File: src/rscc_consts.svh
`ifndef RSCC_CONSTS_SVH
`define RSCC_CONSTS_SVH
// ---------------------------------------------------------------
// Register location
// ---------------------------------------------------------------
`define RSCC_SFR_PAGE     4'h0
`define RSCC_SFR_ADDR     8'hEF
// ---------------------------------------------------------------
// Bit positions of the reset cause control register
// ---------------------------------------------------------------
`define RSCC_B_RTC        7
`define RSCC_B_FLASH      6
`define RSCC_B_CMP        5
`define RSCC_B_SW         4
`define RSCC_B_WDT        3
`define RSCC_B_MCD        2
`define RSCC_B_PF         1
`define RSCC_B_PIN        0
// ---------------------------------------------------------------
// Reset values
// ---------------------------------------------------------------
`define RSCC_CAUSE_POR    8'h02
`define RSCC_CMP_EN_RST   1'b0
`define RSCC_RTC_EN_RST   1'b0
`define RSCC_MCD_EN_RST   1'b1
`define RSCC_PF_EN_RST    1'b1
`define RSCC_SYNC_RST     6'h01
// ---------------------------------------------------------------
// Timing
// ---------------------------------------------------------------
`define RSCC_CLK_MHZ      25
`define RSCC_MCD_TIME_US  100
`define RSCC_MCD_CYC      (`RSCC_MCD_TIME_US * `RSCC_CLK_MHZ)
`define RSCC_WDT_DIV      12
`endif

File: src/rscc_pkg.sv
package rscc_pkg;
  // Sequencer states
  typedef enum logic {RSCC_RUN, RSCC_HOLD} rscc_state_e;
  // One register byte
  typedef logic [7:0] rscc_byte_t;
endpackage

File: src/rscc_reset_source_controller.sv
// What this block does
// RULE1 - Register bit 5 written 1 enables comparator reset, 0 disables it.
// RULE2 - Enabled comparator with plus input below minus input resets device.
// RULE3 - Comparator flag reads 1 only after a comparator caused reset.
// RULE4 - In low power, comparator reset works only if comparator wakeup enabled.
// RULE5 - Software lets the comparator settle before enabling its reset.
// RULE6 - After any reset the watchdog is enabled, clocked at clock over 12.
// RULE7 - Unserviced watchdog resets device and sets read-only flag bit 3.
// RULE8 - Watchdog reset is off in low power and restored on exit.
// RULE9 - Illegal flash accesses, or flash writes without supply monitor, reset.
// RULE10 - Flash error reset sets read-only flag bit 6.
// RULE11 - Clock oscillator failure or alarm match raise a clock reset event.
// RULE12 - Bit 7 enables clock reset; reads 1 after a clock caused reset.
// RULE13 - Clock reset keeps working in suspend and sleep.
// RULE14 - Writing 1 to bit 4 forces reset; bit then reads 1.
// RULE15 - Internal resets never drive or change the external reset pin.
// RULE16 - Bit 2 enables missing clock detector; reads 1 after its timeout.
// RULE17 - Bit 1 enables supply monitor reset; reads 1 after power or supply reset.
// RULE18 - While power flag reads 1 the other bits are not to be trusted.
// RULE19 - Software waits for supply monitor to settle before enabling it.
// RULE20 - Bit 0 is read-only and reads 1 after an external pin reset.
// RULE21 - Written-back flag bits never trigger resets, except software force.
// RULE22 - The register sits at page 0x0, address 0xEF.
// RULE23 - Clock stuck longer than 100 us with detector enabled causes reset. The code does not raise this reset while low_power is high.
// RULE24 - Each reset latches exactly one cause flag, all others read 0.
`include "rscc_consts.svh"
module rscc_reset_source_controller
  import rscc_pkg::*;
#(
  parameter int              HOLD_CYC  = 8,
  parameter int              ADDR_W    = 16,
  parameter logic [15:0]     LOCK_ADDR = 16'hF7FF
) (
  input  wire logic              clk,
  input  wire logic              sys_rst,
  input  wire logic [3:0]        sfr_page,
  input  wire logic [7:0]        sfr_addr,
  input  wire logic              sfr_wr,
  input  wire logic              sfr_rd,
  input  wire logic [7:0]        sfr_wdata,
  output logic [7:0]             sfr_rdata_ff,
  input  wire logic              ext_rst_pin_n,
  input  wire logic              cmp_below,
  input  wire logic              cmp_wake_en,
  input  wire logic              supply_low,
  input  wire logic              rtc_osc_fail,
  input  wire logic              rtc_alarm,
  input  wire logic              clk_heartbeat,
  input  wire logic              low_power,
  input  wire logic              wdt_timeout,
  input  wire logic              wdt_sw_enable,
  input  wire logic              wdt_sw_disable,
  input  wire logic              flash_write_req,
  input  wire logic              flash_write_en,
  input  wire logic              code_read_req,
  input  wire logic              fetch_req,
  input  wire logic [ADDR_W-1:0] access_addr,
  input  wire logic              security_block,
  output logic                   sys_reset_ff,
  output logic                   wdt_enable_ff,
  output logic                   wdt_tick_ff
);
  // ---------------------------------------------------------------
  // Constants and checks
  // ---------------------------------------------------------------
  localparam logic [11:0] MCD_LIM  = 12'(`RSCC_MCD_CYC);
  localparam logic [3:0]  WDT_LAST = 4'(`RSCC_WDT_DIV - 1);
  localparam logic [7:0]  HOLD_END = 8'(HOLD_CYC - 1);

  if (HOLD_CYC < 8 || HOLD_CYC > 255) begin : g_bad_hold
    $error("HOLD_CYC must lie in 8..255");
  end
  if (ADDR_W != 16) begin : g_bad_addr
    $error("ADDR_W must be 16");
  end

  // Address above the lock byte
  function automatic logic above_lock(input logic [ADDR_W-1:0] a);
    return a > LOCK_ADDR;
  endfunction

  // ---------------------------------------------------------------
  // Input synchronisers
  // ---------------------------------------------------------------
  logic [5:0] sync1_ff, sync2_ff, nxt_sync1, nxt_sync2;

  // Pin is only sampled, never driven (see RULE15)
  always_comb begin
    nxt_sync1 = {clk_heartbeat, rtc_alarm, rtc_osc_fail,
                 supply_low, cmp_below, ext_rst_pin_n};
    nxt_sync2 = sync1_ff;
  end

  always_ff @(posedge clk) begin
    if (sys_rst) begin
      sync1_ff <= `RSCC_SYNC_RST;
      sync2_ff <= `RSCC_SYNC_RST;
    end else begin
      sync1_ff <= nxt_sync1;
      sync2_ff <= nxt_sync2;
    end
  end

  // ---------------------------------------------------------------
  // State
  // ---------------------------------------------------------------
  rscc_state_e state_ff, nxt_state;
  logic [7:0]  hold_cnt_ff, nxt_hold_cnt;
  rscc_byte_t  cause_ff, nxt_cause, nxt_rdata;
  logic        cmp_en_ff, rtc_en_ff, mcd_en_ff, pf_en_ff, wdt_en_ff;
  logic        nxt_cmp_en, nxt_rtc_en, nxt_mcd_en, nxt_pf_en, nxt_wdt_en;
  logic        nxt_sys_reset, nxt_wdt_out;
  logic [11:0] mcd_cnt_ff, nxt_mcd_cnt;
  logic        hb_prev_ff;
  logic [3:0]  div_cnt_ff, nxt_div_cnt;
  logic        nxt_tick;

  // Register decode at its page and address (see RULE22)
  logic sfr_hit, wr_hit, rd_hit;
  assign sfr_hit = (sfr_page == `RSCC_SFR_PAGE) &&
                   (sfr_addr == `RSCC_SFR_ADDR);
  assign wr_hit  = sfr_wr && sfr_hit && (state_ff == RSCC_RUN);
  assign rd_hit  = sfr_rd && sfr_hit;

  // ---------------------------------------------------------------
  // Reset triggers
  // ---------------------------------------------------------------
  logic pin_trig, pf_trig, flash_trig, mcd_trig, wdt_trig;
  logic cmp_trig, rtc_trig, sw_trig, any_trig;

  assign pin_trig   = ~sync2_ff[0];                      // see RULE20
  assign pf_trig    = pf_en_ff & sync2_ff[2];            // see RULE17
  // Illegal flash access kinds (see RULE9)
  assign flash_trig = (flash_write_req & flash_write_en &
                       (above_lock(access_addr) | ~pf_en_ff)) |
                      (code_read_req & above_lock(access_addr)) |
                      (fetch_req & above_lock(access_addr)) |
                      security_block;
  // Stuck clock beyond the limit (see RULE16) (see RULE23)
  assign mcd_trig   = mcd_en_ff & ~low_power & (mcd_cnt_ff > MCD_LIM);
  assign wdt_trig   = wdt_en_ff & ~low_power & wdt_timeout;  // see RULE8
  // Comparator, kept in low power only with wakeup (see RULE2) (see RULE4)
  assign cmp_trig   = cmp_en_ff & sync2_ff[1] &
                      (~low_power | cmp_wake_en);
  // Clock events, not gated by low power (see RULE11) (see RULE13)
  assign rtc_trig   = rtc_en_ff & (sync2_ff[3] | sync2_ff[4]);
  // Only the force bit of a write triggers (see RULE14) (see RULE21)
  assign sw_trig    = wr_hit & sfr_wdata[`RSCC_B_SW];
  assign any_trig   = pin_trig | pf_trig | flash_trig | mcd_trig |
                      wdt_trig | cmp_trig | rtc_trig | sw_trig;

  // ---------------------------------------------------------------
  // Sequencer, cause latch and enables
  // ---------------------------------------------------------------
  always_comb begin
    nxt_state     = state_ff;
    nxt_hold_cnt  = hold_cnt_ff;
    nxt_cause     = cause_ff;
    nxt_sys_reset = sys_reset_ff;
    nxt_cmp_en    = cmp_en_ff;
    nxt_rtc_en    = rtc_en_ff;
    nxt_mcd_en    = mcd_en_ff;
    nxt_pf_en     = pf_en_ff;
    nxt_wdt_en    = wdt_en_ff;
    unique case (state_ff)
      RSCC_RUN: begin
        if (any_trig) begin
          nxt_state     = RSCC_HOLD;
          nxt_hold_cnt  = 8'h00;
          nxt_sys_reset = 1'b1;
          nxt_cmp_en    = `RSCC_CMP_EN_RST;
          nxt_rtc_en    = `RSCC_RTC_EN_RST;
          nxt_mcd_en    = `RSCC_MCD_EN_RST;
          nxt_pf_en     = `RSCC_PF_EN_RST;
          nxt_wdt_en    = 1'b1;                      // see RULE6
          // One cause only, fixed priority (see RULE24) (see RULE3)
          nxt_cause = 8'h00;
          if (pin_trig) begin
            nxt_cause[`RSCC_B_PIN] = 1'b1;
          end else if (pf_trig) begin
            nxt_cause[`RSCC_B_PF] = 1'b1;
          end else if (flash_trig) begin
            nxt_cause[`RSCC_B_FLASH] = 1'b1;           // see RULE10
          end else if (mcd_trig) begin
            nxt_cause[`RSCC_B_MCD] = 1'b1;
          end else if (wdt_trig) begin
            nxt_cause[`RSCC_B_WDT] = 1'b1;             // see RULE7
          end else if (cmp_trig) begin
            nxt_cause[`RSCC_B_CMP] = 1'b1;
          end else if (rtc_trig) begin
            nxt_cause[`RSCC_B_RTC] = 1'b1;             // see RULE12
          end else begin
            nxt_cause[`RSCC_B_SW] = 1'b1;
          end
        end else begin
          // Enable bits; flag bits written back are ignored (see RULE21)
          if (wr_hit) begin
            nxt_cmp_en = sfr_wdata[`RSCC_B_CMP];       // see RULE1
            nxt_rtc_en = sfr_wdata[`RSCC_B_RTC];       // see RULE12
            nxt_mcd_en = sfr_wdata[`RSCC_B_MCD];       // see RULE16
            nxt_pf_en  = sfr_wdata[`RSCC_B_PF];        // see RULE17
          end
          if (wdt_sw_disable) begin
            nxt_wdt_en = 1'b0;
          end else if (wdt_sw_enable) begin
            nxt_wdt_en = 1'b1;
          end
        end
      end
      RSCC_HOLD: begin
        if (hold_cnt_ff == HOLD_END) begin
          nxt_state     = RSCC_RUN;
          nxt_sys_reset = 1'b0;
        end else begin
          nxt_hold_cnt = hold_cnt_ff + 8'h01;
        end
      end
    endcase
    // Stored enable survives low power untouched (see RULE8)
    nxt_wdt_out = nxt_wdt_en & ~low_power;
    nxt_rdata   = rd_hit ? cause_ff : 8'h00;
  end

  always_ff @(posedge clk) begin
    if (sys_rst) begin
      state_ff      <= RSCC_RUN;
      hold_cnt_ff   <= 8'h00;
      cause_ff      <= `RSCC_CAUSE_POR;   // see RULE17 (see RULE18)
      sys_reset_ff  <= 1'b0;
      cmp_en_ff     <= `RSCC_CMP_EN_RST;
      rtc_en_ff     <= `RSCC_RTC_EN_RST;
      mcd_en_ff     <= `RSCC_MCD_EN_RST;
      pf_en_ff      <= `RSCC_PF_EN_RST;
      wdt_en_ff     <= 1'b1;                        // see RULE6
      wdt_enable_ff <= 1'b0;
      sfr_rdata_ff  <= 8'h00;
    end else begin
      state_ff      <= nxt_state;
      hold_cnt_ff   <= nxt_hold_cnt;
      cause_ff      <= nxt_cause;
      sys_reset_ff  <= nxt_sys_reset;
      cmp_en_ff     <= nxt_cmp_en;
      rtc_en_ff     <= nxt_rtc_en;
      mcd_en_ff     <= nxt_mcd_en;
      pf_en_ff      <= nxt_pf_en;
      wdt_en_ff     <= nxt_wdt_en;
      wdt_enable_ff <= nxt_wdt_out;
      sfr_rdata_ff  <= nxt_rdata;
    end
  end

  // ---------------------------------------------------------------
  // Missing clock timer and watchdog prescaler
  // ---------------------------------------------------------------
  always_comb begin
    // Restart on each heartbeat edge (see RULE23)
    if ((sync2_ff[5] ^ hb_prev_ff) || !mcd_en_ff ||
        state_ff == RSCC_HOLD) begin
      nxt_mcd_cnt = 12'h000;
    end else if (mcd_cnt_ff > MCD_LIM) begin
      nxt_mcd_cnt = mcd_cnt_ff;
    end else begin
      nxt_mcd_cnt = mcd_cnt_ff + 12'h001;
    end
    // Clock over twelve (see RULE6)
    nxt_tick    = (div_cnt_ff == WDT_LAST);
    nxt_div_cnt = nxt_tick ? 4'h0 : div_cnt_ff + 4'h1;
  end

  always_ff @(posedge clk) begin
    if (sys_rst) begin
      mcd_cnt_ff  <= 12'h000;
      hb_prev_ff  <= 1'b0;
      div_cnt_ff  <= 4'h0;
      wdt_tick_ff <= 1'b0;
    end else begin
      mcd_cnt_ff  <= nxt_mcd_cnt;
      hb_prev_ff  <= sync2_ff[5];
      div_cnt_ff  <= nxt_div_cnt;
      wdt_tick_ff <= nxt_tick;
    end
  end
endmodule // rscc_reset_source_controller

File: config.mk
export PLATFORM = sky130hd
export DESIGN_NAME = rscc_reset_source_controller
export DESIGN_NICKNAME = d
export VERILOG_FILES = /design/src/rscc_pkg.sv /design/src/rscc_reset_source_controller.sv
export VERILOG_INCLUDE_DIRS = /design/src
export SDC_FILE = /design/constraint.sdc
export NUM_CORES = 1
export LEC_CHECK = 0
export ABC_CLOCK_PERIOD_IN_PS = 3950
export BUFFER_PORTS_ARGS = -buffer_cell sky130_fd_sc_hd__buf_2
export CAP_MARGIN = 20
export CORE_ASPECT_RATIO = 0.7
export CORE_MARGIN = 1
export CORE_UTILIZATION = 38
export CTS_CLUSTER_DIAMETER = 80
export DETAILED_ROUTE_END_ITERATION = 10
export SLEW_MARGIN = 20
export SYNTH_ARGS = -nofsm -noshare
export SYNTH_HDL_FRONTEND = slang
export SYNTH_SLANG_ARGS = --single-unit
File: constraint.sdc
create_clock -name clk -period 3.95 [get_ports clk]
set_input_delay 0.79 -clock clk [delete_from_list [all_inputs] [get_ports clk]]
set_output_delay 0.79 -clock clk [all_outputs]
set_load 0.1 [all_outputs]
==> metrics.txt, run 1 <==
register area approximately 0.0012 mm²; endpoints failing hold 0; cell count of the worst reg-to-reg path 7; VDD IR-drop max between 0.15 and 0.2 mV; Syn Inst Count 276; routability cong. approximately 0.77; Pwr per Cell Area ~420 mW/mm²; CTS root buf clkbuf_8; headroom to the max-slew limit roughly 43%; final setup violation count 0; grt total ovfl 0; # DRC 0; fmax ~370 MHz; Die Y around 71 µm; Synth warnings 0; CP delay by family, top simple AND/OR/NAND/NOR gates; # fillers approximately 600; WL/cell about 13 µm; RSZ-0062 raised after global routing false; Sw Pwr just over 0.0003 W; CP endpoint kind flop; vias in the first global route 1876; sequential element share of the synthesized area between 40% and 50%; worst skew pair latency approximately 340 ps; R2R Setup Slk about 1500 ps; ys async rst share 0%; hold-fix buffers at CTS 0; Seq pwr share roughly 50%; static leakage between 1 and 1.5 nW; slowest stage delay, CP between 500 and 600 ps; post-synth cell types 48; First DRT Iteration DRCs 120; nets between 300 and 400; synthesis-stage register bit count 62; Total GRT Usage 16.66%; Cell Rows 24; layout cells sized above 1 a little under a quarter; DRT antenna net count 0; I/O pin cnt 67; vias per cell 5.066; Max clock buf depth 2; Syn Nets ~340; Tmin final 2729 ps; Hold Crit Start nxt_sync2[5]$_SDFF_PP0_; first-pass GRT wire length between 8000 and 9000 µm; Logic pwr share around 8%; htree depth 3; status finished clean; worst hold-check path type reg -> reg; Least-Margin Pin Slew roughly 860 ps; Pint 0.0009919 W; total wire length ~5300 µm; post-CTS setup buffer count 0; DRT Pass-1 Iters 4; critical path class in -> reg; diode count 0; Sw Share roughly a quarter; Reg2Reg Capture Point cause_ff[0]$_SDFFE_PP0P_; synthesized area about 0.0026 mm²; initial antenna violation count 0; Clock transition at path regs approximately 70 ps; syn_area_per_cell 9.339 µm²; Buf+Inv Stages, Crit Path 1; Final period util 69.09%; Post-synth EDFFs 0; Initial Util between 40% and 50%; Die X 100.4 µm; Synth-to-Final Area Change 21.02%; final max-slew violation count 0; crit start category input pin; input/output buffers 52; CP required approximately 4200 ps; Setup TNS 0 ps; ys flop type dfxtp_1; crit path max-delay cell type or4_1; Hold Path Stages 1; Sink Count just over 60; CTS buffer count 9; largest net degree at the start of global routing 44; detailed-route via count about 2200; Clock Skew ~7.6 ps; r2r startpoint mcd_cnt_ff[0]$_SDFFE_PP0P_; area occupied by multi-input gates 0.001275 mm²; Critical Path Fanout Max 6; Core Area ~0.0064 mm²; WP data arrival 2960 ps; placed wire-length estimate 3827 µm; Max Cap Violations 0; TritonCTS clock tree yes; Clock Power Share 41.7%; Endpoint, Worst Hold sync2_ff[5]$_SDFF_PP0_; critical path cell sequence buf_2 > or4_1 > or3_4 > o21a_1 > a31oi_1 > mux2_2; die area around 0.0071 mm²; end-of-flow core utilization between 40% and 50%; PostCTS Resize Cnt 0
stage by stage:
step | worst slack (ps) | hold slack (ps) | total power [W] | area, µm² | std cells
3_5_place_dp | 905.4 | 415.6 | 0.0007745 | 2920 | 410
5_1_grt | 1213 | 450.4 | 0.001367 | 3119 | 426
2_1_floorplan | 1159 | 389.5 | 0.0007353 | 2577 | 276
3_3_place_gp | 941.4 | 423.1 | 0.0007734 | 2920 | 410
4_1_cts | 1271 | 434.7 | 0.001321 | 3119 | 426
6_report | 1221 | 433.6 | 0.001304 | 3119 | 426
registers in the layout (all words and copies together), names as in the netlist:
name and count:
mcd_cnt_ff 12, hb_prev_ff 1, wdt_enable_ff 1, sys_reset_ff 1
wdt_en_ff 1, cause_ff 8, state_ff 1, pf_en_ff 1
wdt_tick_ff 1, sync2_ff 6, div_cnt_ff 4, cmp_en_ff 1
sfr_rdata_ff 8, nxt_sync2 6, hold_cnt_ff 8, mcd_en_ff 1
rtc_en_ff 1
logic make-up after synthesis:
family	Yosys count	share of synthesized area, %
AND/OR/NAND/NOR	127	28.01
multiplexers	4	1.650
buffers and inverters	16	2.378
flip-flops	62	48.16
adder cells (fa/ha/maj)	4	1.942
AO/OA/AOI/OAI	50	13.45
XOR/XNOR	13	4.418
area by class of cell:
cell class	instances	share of cell area (%)
Clock buffer	10	4.412
Clock inverter	6	1.966
Inverter	6	0.7220
Multi-Input combinational cell	198	40.87
Sequential cell	62	39.79
Tap cell	91	3.650
Timing Repair Buffer	53	8.584
cell usage after synthesis, types with 3 or more instances:
cell type / n / area share, %
a211oi_1: 3 / 0.87
o21ai_0: 12 / 2.3
and3_1: 4 / 0.97
clkbuf_1: 9 / 1.3
and2_1: 9 / 2.2
nand3_1: 6 / 1.2
or3_1: 3 / 0.73
inv_1: 6 / 0.87
or4_1: 4 / 1.2
nor4_1: 5 / 1.2
nor3b_1: 4 / 1.2
nand2_1: 17 / 2.5
xor2_1: 8 / 2.7
ha_1: 4 / 1.9
nand2b_1: 3 / 0.73
a311oi_1: 4 / 1.4
nand4_1: 8 / 1.9
a21oi_1: 8 / 1.6
nor2b_1: 19 / 4.6
dfxtp_1: 62 / 48
a31oi_1: 6 / 1.5
nor3_1: 9 / 1.7
nor2_1: 24 / 3.5
xnor2_1: 5 / 1.7
how the worst max path moves through the flow:
stage          slack [ps]   startpoint                  endpoint  cells past startpoint
2_1_floorplan        1160  sfr_page[1]    mcd_en_ff$_SDFFE_PP1P_                      5
3_3_place_gp          940  sfr_page[1]  cause_ff[0]$_SDFFE_PP0P_                      6
5_1_grt              1210  sfr_page[1]  cause_ff[0]$_SDFFE_PP0P_                      6
6_report             1220  sfr_page[1]  cause_ff[0]$_SDFFE_PP0P_                      6
4_1_cts              1270  sfr_page[1]  cause_ff[0]$_SDFFE_PP0P_                      6
3_5_place_dp          910  sfr_page[1]  cause_ff[0]$_SDFFE_PP0P_                      6
per-layer routing:
metal  track usage [%]  vias to the layer above  wire length [µm]
met5                 0                        -                 0
met4             7.407                        0                53
met3             7.115                        8               380
met2             21.92                       80              2077
met1             23.39                      960              2813
li1                  -                     1110                 -
power by group through the flow:
stage | clock [W] | sequential, W | combinational [W]
final | 0.000544 | 0.000657 | 0.000103
after global routing | 0.000594 | 0.000659 | 0.000115
after CTS | 0.000560 | 0.000657 | 0.000104
after detailed placement | 0 | 0.000671 | 0.000104
after global placement | 0 | 0.000671 | 0.000102
after floorplan | 0 | 0.000675 | 0.0000601
layout by cell type (no fill, tap or decap), drive strengths merged, types with 2 or more instances in the layout:
| cell type | netlist | final |
|---|---|---|
| ha | 4 | 4 |
| and2 | 9 | 9 |
| nand2b | 3 | 3 |
| clkbuf | 9 | 10 |
| a32o | 2 | 2 |
| nor3b | 4 | 4 |
| a31o | 2 | 2 |
| a211oi | 3 | 3 |
| o32a | 2 | 2 |
| or4 | 6 | 6 |
| mux2 | 2 | 2 |
| nor2b | 19 | 19 |
| inv | 6 | 6 |
| nor2 | 24 | 24 |
| nand3 | 6 | 6 |
| or2 | 2 | 2 |
| and3 | 4 | 4 |
| dfxtp | 62 | 62 |
| o21a | 2 | 2 |
| a31oi | 6 | 6 |
| and3b | 2 | 2 |
| clkinv | 0 | 4 |
| a21oi | 8 | 8 |
| nor4 | 5 | 5 |
| or3 | 4 | 4 |
| nor3 | 10 | 10 |
| xnor2 | 5 | 5 |
| a311oi | 4 | 4 |
| mux2i | 2 | 2 |
| buf | 1 | 53 |
| o32ai | 2 | 2 |
| o21ai | 12 | 12 |
| nand4 | 8 | 8 |
| xor2 | 8 | 8 |
| nand2 | 17 | 17 |
(Power assumes the default switching activity.)
==> run 2, diff against run 1 <==
ABC_CLOCK_PERIOD_IN_PS = 2720   (was 3950)
clock period = 2.72 ns   (was 3.95 ns; I/O delays follow)
==> metrics.txt, run 2 (synthesized netlist as in run 1, its figures left out) <==
status finished clean; input/output buffers 52; slowest stage delay, CP roughly 500 ps; DRT antenna net count 0; routability cong. just under 0.8; static leakage 1.274 nW; detailed-route via count 2172; Max Cap Violations 0; Final Hold Slack a little under 400 ps; placed wire-length estimate slightly above 4000 µm; Placed Area 0.002988 mm²; Pwr per Cell Area about 600 mW/mm²; max reg flops 12; fmax about 420 MHz; Final period util approximately 87%; initial antenna violation count 0; largest net degree at the start of global routing 27; Core Area between 0.006 and 0.007 mm²; Hold Path Stages 2; diode count 0; final max-slew violation count 0; TritonCTS clock tree yes; WL/cell roughly 13 µm; First DRT Iteration DRCs roughly 110; Reg with most FFs mcd_cnt_ff; worst skew pair latency roughly 330 ps; grt total ovfl 0; Clock Power Share a little over two fifths; Least-Margin Pin Slew 504.0 ps; Hold Crit Start ext_rst_pin_n; Sw Pwr ~0.00045 W; r2r startpoint mcd_cnt_ff[8]$_SDFFE_PP0P_; commonest non-fill, non-tap cell in the layout dfxtp_1; Cell Rows 24; vias in the first global route about 1900; DRT Pass-1 Iters 4; Buf+Inv Stages, Crit Path 1; layout cells sized above 1 about a quarter; die area between 0.007 and 0.008 mm²; Reg2Reg Capture Point cause_ff[0]$_SDFFE_PP0P_; htree depth 3; CP delay by family, top simple AND/OR/NAND/NOR gates; R2R Setup Slk 450 ps; worst hold-check path type in -> reg; crit start category input pin; register area ~0.0012 mm²; Die Y slightly above 70 µm; Initial Util 40.30%; CP required a little under 3000 ps; Die X 100.4 µm; CTS root buf clkbuf_8; Critical Path Fanout Max 4; area occupied by multi-input gates between 0.001 and 0.0015 mm²; vias per cell 5.005; Setup TNS 0 ps; Clock transition at path regs about 70 ps; Sw Share a little under a quarter; Logic pwr share 8.4%; I/O pin cnt 67; crit path max-delay cell type or4_1; final setup violation count 0; nets 399; Total GRT Usage around 17%; most frequent cells in the layout dfxtp_1 (62), buf_2 (52), nor2_1 (24); Synth-to-Final Area Change 23.98%; Design Area, Final roughly 0.0032 mm²; total wire length about 5600 µm; critical path class in -> reg; Endpoint, Worst Hold nxt_sync2[0]$_SDFF_PP1_; Seq pwr share 48.8%; Pint 0.001495 W; # DRC 0; cell count of the worst reg-to-reg path 6; hold-fix buffers at CTS 0; RSZ-0062 raised after global routing false; Tmin final around 2400 ps; PostCTS Resize Cnt 0; WP data arrival between 2000 and 3000 ps; VDD IR-drop max roughly 0.34 mV; # fillers ~630; Max clock buf depth 2; headroom to the max-slew limit 66.31%; Clock Skew approximately 7.5 ps; Sink Count 62; post-CTS setup buffer count 0; CTS buffer count 9; endpoints failing hold 0; Final WS setup 350.7 ps; first-pass GRT wire length roughly 9300 µm; critical path cell sequence buf_2 > or4_1 > or3_4 > or3b_1 > or4_4 > o32a_1; CP endpoint kind flop; Setup WS pre-CTS 6.117 ps
-- run 2: metrics by stage --
| step | power, W | instances | util (%) |
|---|---|---|---|
| after floorplan | 0.001068 | 276 | - |
| after global placement | 0.001131 | 419 | 46.71 |
| after detailed placement | 0.001133 | 419 | 46.71 |
| after CTS | 0.001963 | 434 | 49.96 |
| after global routing | 0.002033 | 434 | 49.96 |
| final | 0.001948 | 434 | 49.96 |
-- run 2: routing by layer --
| metal | track usage [%] | part of all wire [%] |
|---|---|---|
| met1 | 25.48 | 54 |
| met2 | 22.60 | 39 |
| met3 | 6.621 | 6.2 |
| met4 | 5.958 | 0.85 |
| met5 | 0 | 0 |
-- run 2: cell type report --
type	count	share of cell area (%)
multi-input combinational	198	39.90
sequential	62	38.84
timing repair buffer	62	10.49
clock buffer	12	5.168
tap	91	3.563
clock inverter	3	1.331
inverter	6	0.7048
-- run 2: worst reg2reg max path: cells and delay by family, from the launching register on --
family | cells | cell delay (ps)
AND/OR/NAND/NOR | 2 | 780
AO/OA/AOI/OAI | 2 | 450
flip-flops | 1 | 380
multiplexers | 1 | 360
buffers and inverters | 1 | 200
-- run 2: worst max-delay path by stage --
| stage | cells after the start | to | startpoint |
|---|---|---|---|
| floorplan | 5 | mcd_en_ff$_SDFFE_PP1P_ | sfr_page[1] |
| global placement | 6 | mcd_en_ff$_SDFFE_PP1P_ | sfr_page[1] |
| detailed placement | 6 | mcd_en_ff$_SDFFE_PP1P_ | sfr_page[1] |
| CTS | 6 | mcd_en_ff$_SDFFE_PP1P_ | sfr_page[1] |
| global route | 6 | cause_ff[0]$_SDFFE_PP0P_ | mcd_cnt_ff[8]$_SDFFE_PP0P_ |
| finish | 6 | mcd_en_ff$_SDFFE_PP1P_ | sfr_page[1] |
-- run 2: power by group through the flow --
stage	Clock (W)	Sequential, W	Combinational, W
final	0.000835	0.000950	0.000163
after global routing	0.000899	0.000953	0.000181
after CTS	0.000850	0.000950	0.000163
after detailed placement	0	0.000970	0.000163
after global placement	0	0.000970	0.000161
after floorplan	0	0.000980	0.0000873
==> run 3, diff against run 2 <==
CORE_UTILIZATION = 52   (was 38)
PLACE_DENSITY = 0.79   (was default)
==> metrics.txt, run 3 (synthesized netlist as in run 1, its figures left out) <==
Hold Crit Start ext_rst_pin_n; post-CTS setup buffer count 0; Reg with most FFs mcd_cnt_ff; fmax about 420 MHz; VDD IR-drop max 0.3504 mV; Setup WS pre-CTS approximately 12 ps; WL/cell 13.35 µm; critical path cell sequence buf_2 > or4_1 > or3_4 > or3b_1 > or4_4 > o32a_1; Max Cap Violations 0; status finished clean; Sw Pwr 0.0004509 W; TritonCTS clock tree yes; GRT busiest layer met2; placed wire-length estimate 3889 µm; Total GRT Usage 22.69%; first-pass GRT wire length 8769 µm; Placed Area between 0.002 and 0.003 mm²; met3 GRT Util 9.932%; Initial Util 53.90%; final max-slew violation count 0; hold-fix buffers at CTS 0; htree depth 3; Final WS setup between 300 and 400 ps; layout cells sized above 1 about 25%; endpoints failing hold 0; die area ~0.0052 mm²; Die X approximately 86 µm; diode count 0; Final Hold Slack between 300 and 400 ps; Critical Path Fanout Max 4; detailed-route via count between 2000 and 2500; largest net degree at the start of global routing 23; final setup violation count 0; headroom to the max-slew limit around two thirds; Pwr per Cell Area ~640 mW/mm²; DRT Pass-1 Iters 4; static leakage between 1 and 1.5 nW; I/O pin cnt 67; crit start category input pin; initial antenna violation count 0; Logic pwr share 8.1%; Cell Rows 21; RSZ-0062 raised after global routing false; crit path max-delay cell type or4_1; Clock Power Share between 40% and 50%; area occupied by multi-input gates 0.001275 mm²; Setup TNS 0 ps; Max clock buf depth 2; Least-Margin Pin Slew 491.8 ps; # DRC 0; Tot Pwr roughly 0.0020 W; GRT met1 Usage 31.12%; CTS buffer count 9; CTS root buf clkbuf_8; input/output buffers 52; Clock Skew 4.743 ps; worst skew pair latency 340 ps; First DRT Iteration DRCs 171; WP data arrival 2610 ps; Pint about 0.0016 W; routability cong. between 0.8 and 0.9; # fillers about 400; M2 GR Usage between 30% and 40%; Tmin final 2374 ps; register area ~0.0012 mm²; Buf+Inv Stages, Crit Path 1; commonest non-fill, non-tap cell in the layout dfxtp_1; CP required slightly below 3000 ps; CP endpoint kind flop; total wire length 5475 µm; most frequent cells in the layout dfxtp_1 (62), buf_2 (52), nor2_1 (24); Die Y around 61 µm; max reg flops 12; worst hold-check path type in -> reg; Sink Count 62; grt total ovfl 0; Final period util 87.27%; vias in the first global route ~1900; vias per cell between 5 and 6; r2r startpoint mcd_cnt_ff[4]$_SDFFE_PP0P_; Synth-to-Final Area Change 22.91%; Core Area 0.004782 mm²; DRT antenna net count 0; Design Area, Final 0.003168 mm²; nets 397; PostCTS Resize Cnt 0; Clock transition at path regs about 70 ps; slowest stage delay, CP between 500 and 600 ps; CP delay by family, top simple AND/OR/NAND/NOR gates; crit path launch sfr_page[1]; Sw Share between 20% and 30%; Seq pwr share 47.1%; critical path class in -> reg
## run 3: cell types whose count changed in the layout (fill, tap and decap cells not counted)
cell       delta
clkbuf_1      +1
bufinv_16     +1
clkinv_2      -1
clkbuf_8      -1
buf_4         -2
## run 3: metal layers
layer	routed length (µm)	up-vias	part of all wire [%]
met5	0	-	0
met4	89	0	1.6
met3	401	10	7.3
met2	2305	101	42
met1	2679	1007	49
li1	-	1120	-
## run 3: worst paths after layout
| kind | end | slack, ps | cells past startpoint |
|---|---|---|---|
| setup / recovery | mcd_en_ff$_SDFFE_PP1P_ | 350 | 6 |
| hold / removal | nxt_sync2[0]$_SDFF_PP1_ | 390 | 2 |
| setup reg to reg | cause_ff[6]$_SDFFE_PP0P_ | 410 | 5 |
| hold reg to reg | sync2_ff[0]$_SDFF_PP1_ | 430 | 1 |
## run 3: metrics by stage
step,cells,utilization [%]
6_report,410,66.25
5_1_grt,410,66.25
4_1_cts,410,66.25
3_5_place_dp,395,61.59
3_3_place_gp,395,61.59
2_1_floorplan,276,-
## run 3: cell type report
type | instances | area share [%]
Multi-Input combinational cell | 198 | 40.24
Sequential cell | 62 | 39.18
Timing Repair Buffer | 60 | 10.11
Clock buffer | 12 | 4.897
Tap cell | 69 | 2.725
Clock inverter | 3 | 2.133
Inverter | 6 | 0.7109
## run 3: power groups by stage
stage | combinational (W) | sequential [W] | clock, W
global route | 0.000180 | 0.000951 | 0.000966
finish | 0.000163 | 0.000949 | 0.000902
CTS | 0.000163 | 0.000948 | 0.000917
global placement | 0.000158 | 0.000967 | 0
floorplan | 0.0000873 | 0.000980 | 0
detailed placement | 0.000162 | 0.000969 | 0
